[src/logic/socket_regs_pkg.sv]
// constants and carrier types for the socket identification, status and power registers
package socket_regs_pkg;

    // ------------------------------------------------------------
    // register map
    // ------------------------------------------------------------
    localparam logic [11:0] IDENT_OFFSET = 12'h800;
    localparam logic [11:0] STATUS_OFFSET = 12'h801;
    localparam logic [11:0] POWER_OFFSET = 12'h802;

    // ------------------------------------------------------------
    // identification register layout
    // ------------------------------------------------------------
    localparam logic [1:0] INTERFACE_KIND = 2'h2;
    localparam logic [7:0] IDENT_WRITE_MASK = 8'h3F;
    // arbitrary value, stands in for the shipped revision code
    localparam logic [3:0] COMPAT_REVISION_RESET = 4'h1;
    localparam logic [1:0] EMULATION_RESET = 2'h0;

    // ------------------------------------------------------------
    // power control layout
    // ------------------------------------------------------------
    localparam logic [7:0] POWER_WRITE_MASK = 8'h9B;
    localparam logic [7:0] POWER_RESET = 8'h00;
    localparam int POWER_DRIVERS_BIT = 7;
    localparam int POWER_VCC_LSB = 3;
    localparam int POWER_VPP_LSB = 0;

    localparam logic [1:0] VCC_OFF = 2'h0;
    localparam logic [1:0] VCC_OFF_RSVD = 2'h1;
    localparam logic [1:0] VCC_5V = 2'h2;
    localparam logic [1:0] VCC_3V = 2'h3;

    localparam logic [1:0] VPP_OFF = 2'h0;
    localparam logic [1:0] VPP_VCC = 2'h1;
    localparam logic [1:0] VPP_12V = 2'h2;
    localparam logic [1:0] VPP_OFF_RSVD = 2'h3;

    localparam logic [7:0] UNMAPPED_READ = 8'h00;

    // ------------------------------------------------------------
    // carriers
    // ------------------------------------------------------------
    typedef struct packed {
        logic detect_pin_second;
        logic detect_pin_first;
        logic ready_pin;
        logic write_protect_pin;
        logic battery_pin_second;
        logic battery_pin_first;
        logic speaker_pin;
        logic status_change_pin;
    } card_pins_t;

    typedef struct packed {
        logic output_drivers_enable;
        logic [1:0] vcc_level_request;
        logic [1:0] vpp_level_request;
        logic socket_power_on;
    } power_req_t;

endpackage

[src/logic/socket_ident_status_power_regs.sv]
// byte-wide identification, interface status and power control registers of the socket
`timescale 1ns/1ps
module socket_ident_status_power_regs (
    // clock and reset
    input wire logic core_clk,
    input wire logic rst_n,
    // register access, byte wide
    input wire logic [11:0] reg_addr,
    input wire logic reg_wr,
    input wire logic reg_rd,
    input wire logic [7:0] reg_wdata,
    output logic [7:0] reg_rdata,
    // card interface
    input wire socket_regs_pkg::card_pins_t card_pins,
    input wire logic io_card_mode,
    // power switch and drivers
    output logic output_drivers_enable,
    output logic [1:0] vcc_level_request,
    output logic [1:0] vpp_level_request,
    output logic socket_power_on
);

    // ------------------------------------------------------------
    // storage
    // ------------------------------------------------------------
    logic [1:0] emulation_q;
    logic [3:0] compat_revision_q;
    logic [7:0] power_q;
    logic [7:0] rdata_q;
    socket_regs_pkg::power_req_t req_q;

    socket_regs_pkg::power_req_t req_d;
    logic [7:0] status_byte;
    logic [7:0] ident_byte;
    logic [7:0] read_mux;

    // ------------------------------------------------------------
    // address decode
    // ------------------------------------------------------------
    function automatic logic hits(input logic [11:0] addr, input logic [11:0] offset);
        hits = (addr == offset);
    endfunction

    logic sel_ident;
    logic sel_status;
    logic sel_power;

    always_comb begin
        sel_ident = hits(reg_addr, socket_regs_pkg::IDENT_OFFSET);
        sel_status = hits(reg_addr, socket_regs_pkg::STATUS_OFFSET);
        sel_power = hits(reg_addr, socket_regs_pkg::POWER_OFFSET);
    end

    // ------------------------------------------------------------
    // identification and revision
    // ------------------------------------------------------------
    always_ff @(posedge core_clk or negedge rst_n) begin
        if (!rst_n) begin
            emulation_q <= socket_regs_pkg::EMULATION_RESET;
            compat_revision_q <= socket_regs_pkg::COMPAT_REVISION_RESET;
        end else if (reg_wr && sel_ident) begin
            emulation_q <= reg_wdata[5:4];
            compat_revision_q <= reg_wdata[3:0];
        end
    end

    // interface kind is wired, never stored, so no write can reach it
    always_comb begin
        ident_byte = {socket_regs_pkg::INTERFACE_KIND, emulation_q, compat_revision_q};
    end

    // ------------------------------------------------------------
    // power control
    // ------------------------------------------------------------
    always_ff @(posedge core_clk or negedge rst_n) begin
        if (!rst_n) begin
            power_q <= socket_regs_pkg::POWER_RESET;
        end else if (reg_wr && sel_power) begin
            power_q <= reg_wdata & socket_regs_pkg::POWER_WRITE_MASK;
        end
    end

    socket_power_decode u_power_decode (
        .power_byte(power_q),
        .req(req_d)
    );

    // requests leave through flops so the switch sees clean levels
    always_ff @(posedge core_clk or negedge rst_n) begin
        if (!rst_n) begin
            req_q <= '0;
        end else begin
            req_q <= req_d;
        end
    end

    always_comb begin
        output_drivers_enable = req_q.output_drivers_enable;
        vcc_level_request = req_q.vcc_level_request;
        vpp_level_request = req_q.vpp_level_request;
        socket_power_on = req_q.socket_power_on;
    end

    // ------------------------------------------------------------
    // interface status, live from the pins
    // ------------------------------------------------------------
    // power bit follows the programmed byte directly, not the delayed request
    socket_status_mux u_status_mux (
        .pins(card_pins),
        .io_card_mode(io_card_mode),
        .socket_power_on(req_d.socket_power_on),
        .status_byte(status_byte)
    );

    // ------------------------------------------------------------
    // read path
    // ------------------------------------------------------------
    // status writes are dropped: no register exists to take them
    always_comb begin
        read_mux = socket_regs_pkg::UNMAPPED_READ;
        case (1'b1)
            sel_ident: read_mux = ident_byte;
            sel_status: read_mux = status_byte;
            sel_power: read_mux = power_q;
            default: read_mux = socket_regs_pkg::UNMAPPED_READ;
        endcase
    end

    always_ff @(posedge core_clk or negedge rst_n) begin
        if (!rst_n) begin
            rdata_q <= 8'h00;
        end else if (reg_rd) begin
            rdata_q <= read_mux;
        end
    end

    always_comb begin
        reg_rdata = rdata_q;
    end
endmodule // socket_ident_status_power_regs

[src/logic/socket_power_decode.sv]
// turns the programmed power byte into the requests the switch acts on
`timescale 1ns/1ps
module socket_power_decode (
    // programmed power byte
    input wire logic [7:0] power_byte,
    // decoded requests
    output socket_regs_pkg::power_req_t req
);
    logic [1:0] vcc_code;
    logic [1:0] vpp_code;
    logic vcc_on;

    always_comb begin
        vcc_code = power_byte[socket_regs_pkg::POWER_VCC_LSB +: 2];
        vpp_code = power_byte[socket_regs_pkg::POWER_VPP_LSB +: 2];
        // both 0 V codes, reserved one included, leave the socket unpowered
        vcc_on = (vcc_code == socket_regs_pkg::VCC_5V) || (vcc_code == socket_regs_pkg::VCC_3V);
        req.output_drivers_enable = power_byte[socket_regs_pkg::POWER_DRIVERS_BIT];
        req.vcc_level_request = vcc_on ? vcc_code : socket_regs_pkg::VCC_OFF;
        // vpp only counts while vcc is up
        req.vpp_level_request = vcc_on ? vpp_code : socket_regs_pkg::VPP_OFF;
        req.socket_power_on = vcc_on;
    end
endmodule // socket_power_decode

[src/logic/socket_status_mux.sv]
// assembles the live interface status byte from the card pins and the socket power state
`timescale 1ns/1ps
module socket_status_mux (
    // card side
    input wire socket_regs_pkg::card_pins_t pins,
    input wire logic io_card_mode,
    // power state
    input wire logic socket_power_on,
    // status byte
    output logic [7:0] status_byte
);
    always_comb begin
        status_byte = 8'h00;
        status_byte[7] = 1'b0;
        status_byte[6] = socket_power_on;
        status_byte[5] = pins.ready_pin;
        status_byte[4] = pins.write_protect_pin;
        status_byte[3] = ~pins.detect_pin_second;
        status_byte[2] = ~pins.detect_pin_first;
        if (io_card_mode) begin
            status_byte[1] = pins.speaker_pin;
            status_byte[0] = pins.status_change_pin;
        end else begin
            status_byte[1] = pins.battery_pin_second;
            status_byte[0] = pins.battery_pin_first;
        end
    end
endmodule // socket_status_mux

[config.mk]
export PLATFORM = sky130hd
export DESIGN_NAME = socket_ident_status_power_regs
export DESIGN_NICKNAME = d
export VERILOG_FILES = /design/src/logic/socket_regs_pkg.sv /design/src/logic/socket_ident_status_power_regs.sv /design/src/logic/socket_power_decode.sv /design/src/logic/socket_status_mux.sv
export SDC_FILE = /design/constraint.sdc
export NUM_CORES = 1
export LEC_CHECK = 0
export BUFFER_PORTS_ARGS = -buffer_cell sky130_fd_sc_hd__buf_2
export CORE_UTILIZATION = 43
export CTS_CLUSTER_DIAMETER = 60
export DETAILED_ROUTE_END_ITERATION = 7
export PLACE_DENSITY = 0.74
export SKIP_CTS_REPAIR_TIMING = 1
export SLEW_MARGIN = 20
export SYNTH_ARGS = -nofsm -noshare
export SYNTH_HDL_FRONTEND = slang
export SYNTH_HIERARCHICAL = 1
export SYNTH_SLANG_ARGS = --single-unit
[constraint.sdc]
create_clock -name core_clk -period 1.2 [get_ports core_clk]
set_clock_uncertainty 0.2 [all_clocks]
set_input_delay 0.24 -clock core_clk [delete_from_list [all_inputs] [get_ports core_clk]]
set_output_delay 0.24 -clock core_clk [all_outputs]
set_load 0.03 [all_outputs]
==> summary.md <==
| Metric | Value |
|---|---|
| Netlist Area Pre-Place | about 1200 sq um |
| Largest net degree at the start of global routing | 26 |
| Delay of the slowest critical-path stage | 0.56 ns |
| Cell Chain, Critical Path | buf_6, or4_4, nor4_4, buf_6, mux2_4 |
| DP Wirelength | between 2 and 2.5 mm |
| Nets | around 210 |
| PwrDens | around 740 nW/um^2 |
| Tcrit/Tclk final | 1.36 |
| Placed Area | 1600 sq um |
| Vias in the first global route | approximately 1100 |
| Fin. Hold Viols | 0 |
| Hold Path Sink | reg_rdata[4]$_DFFE_PN0P_ |
| Mapped Nets | about 140 |
| Via-per-instance ratio | 5.33 |
| Syn_area_per_cell | between 10 and 15 sq um |
| Die H | about 55 um |
| CP Class | in -> reg |
| Core Util, Final | 0.731 |
| First DRT Iteration DRCs | 14 |
| Family with the most delay on the worst path | simple AND/OR/NAND/NOR gates |
| Flop2flop setup slack | -0.02 ns |
| Leak pwr | 0.971 nW |
| Status | complete, but fails checks |
| Io pins | 47 |
| Worst slack, placed | -0.844 ns |
| Violated checks | negative setup slack |
| DRT antenna net count | 0 |
| Hold path cells | 2 |
| Diodes inserted | 0 |
| H-Tree Depth | 1 |
| Setup ws final | -0.426 ns |
| Worst path required time | 1.21 ns |
| Maximum buffer depth of the clock tree | 2 |
| Finished Layout Cells | a little over 200 |
| Syn Inst Count | a little over 100 |
| CP Launch Type | input port |
| DR vias | about 1100 |
| Routability Congestion | around 0.74 |
| Final wirelength | roughly 3.2 mm |
| Buf/Inv on CP | 2 |
| Filler Cell Count | 183 |
| Crit. End Element | flip-flop |
| Pins Over Slew Limit | 0 |
| Cell area after layout | 2000 sq um |
| Total core area | between 2000 and 3000 sq um |
| Worst skew pair latency | a little over 0.3 ns |
| Die Wd | about 55 um |
| GRT overflow | 0 |
| Final hold slack | ~0.067 ns |
| Critical Path AT | roughly 1.6 ns |
| Cells after DPL | approximately 190 |
| First-pass GRT wire length | roughly 4.6 mm |
| FF-to-FF Start | compat_revision_q[3]$_DFFE_PN0P_ |
| Rows | 19 |
| DIE AREA | between 3000 and 4000 sq um |
| Hold crit path type | in -> reg |
| Synth Warn # | 6 |
| Total of max-cap violations | 0 |
| Port Buffers | 45 |
| Peak Freq | between 600 and 700 MHz |
| TritonCTS buffer count | 3 |
| Reg-to-Reg End | reg_rdata[3]$_DFFE_PN0P_ |
| 1st-pass router iterations | 4 |
| Peak VDD IR | approximately 500 uV |
| WL/cell | 15.8 um |
| Antenna violations before repair | 0 |
| Clock-pin slew on the worst setup and hold paths | ~0.14 ns |
| RSZ-0062 raised after global routing | yes |
| Clk root buf | clkbuf_4 |
| Final setup violation count | 30 |
| Final period demand of the worst path | 1.63 ns |
| # DRC | 0 |
| Total power | roughly 1.5 mW |
| CTS tree | done |
| Final total negative setup slack | -5.96 ns |
| Share of post-route cells with drive strength above 1 | 0.613 |
| R2R cell count | 3 |
| Clk sinks | 25 |
| Area Overhead vs Synth | 62.5% |
| Slowest CP cell | or4_4 |
| Hold path start | reg_rd |
| Total Routing Usage GR | 0.188 |
| Starting Density | 0.450 |
| Max Fanout on Critical Path | 6 |
| CP most frequent cell | buf_6 |
==> per-layer routing <==
layer  global-route usage  wire length [um]  up-vias
li1                     -                 -      496
met1                0.227              1300      535
met2                0.313              1700       47
met3               0.0281               161       10
met4                0.118                76        0
met5                    0                 0        -
==> sequential cells by signal, indices dropped and copies added, names as in the netlist <==
| signal | count |
|---|---|
| socket_power_on | 1 |
| power_q | 5 |
| reg_rdata | 8 |
| emulation_q | 2 |
| output_drivers_enable | 1 |
| compat_revision_q | 4 |
| vpp_level_request | 2 |
| vcc_level_request | 2 |
==> worst max-delay path by stage <==
| stage | cells past startpoint | start | endpoint |
|---|---|---|---|
| detailed placement | 5 | reg_addr[3] | compat_revision_q[1]$_DFFE_PN0P_ |
| global route | 5 | reg_addr[0] | compat_revision_q[1]$_DFFE_PN0P_ |
| finish | 5 | reg_addr[4] | compat_revision_q[1]$_DFFE_PN0P_ |
| global placement | 5 | reg_addr[3] | compat_revision_q[1]$_DFFE_PN0P_ |
| CTS | 5 | reg_addr[3] | compat_revision_q[1]$_DFFE_PN0P_ |
| floorplan | 3 | reg_addr[3] | compat_revision_q[1]$_DFFE_PN0P_ |
==> final cells by class <==
class                   instances  area, sq um  share of cell area
clock buffers                   4         26.3              0.0131
inverters                       9         33.8              0.0169
multi-input cells              58          649               0.325
flip-flops and latches         25          627               0.314
well taps                      31         38.8              0.0194
repair buffers                 77          623               0.312
==> layout by cell type, fill, tap and decap left out <==
cell type,count
nand3_4,1
mux2_2,3
nand3b_1,1
dfstp_2,1
nor2b_1,3
buf_12,1
dlygate4sd3_1,8
mux2_4,11
dfrtp_1,24
and3b_1,1
nor4_4,4
clkbuf_4,3
nand2b_1,5
or2_2,1
clkbuf_1,1
conb_1,1
nand2_1,2
inv_1,9
nand4_1,1
o32ai_2,3
o31ai_4,1
buf_2,28
buf_4,18
and2_1,3
o31ai_2,2
or3b_2,1
o221ai_1,1
a21oi_1,1
o22ai_2,2
a22oi_1,2
or4_4,1
a21oi_2,1
or4b_4,1
a211oi_2,1
mux2i_1,2
o31ai_1,2
buf_6,22
==> report_power, final <==
part | internal [mW] | switching, mW
clock | 0.130 | 0.247
combinational | 0.130 | 0.116
sequential | 0.845 | 0.00156
total | 1.11 | 0.365
==> worst reg2reg max path: stages (launching register included) <==
cell and delay (ns):
dfrtp_1 0.41, mux2_4 0.28, a21oi_2 0.14, o22ai_2 0.09
No activity file was read; power rests on OpenSTA's default activity.
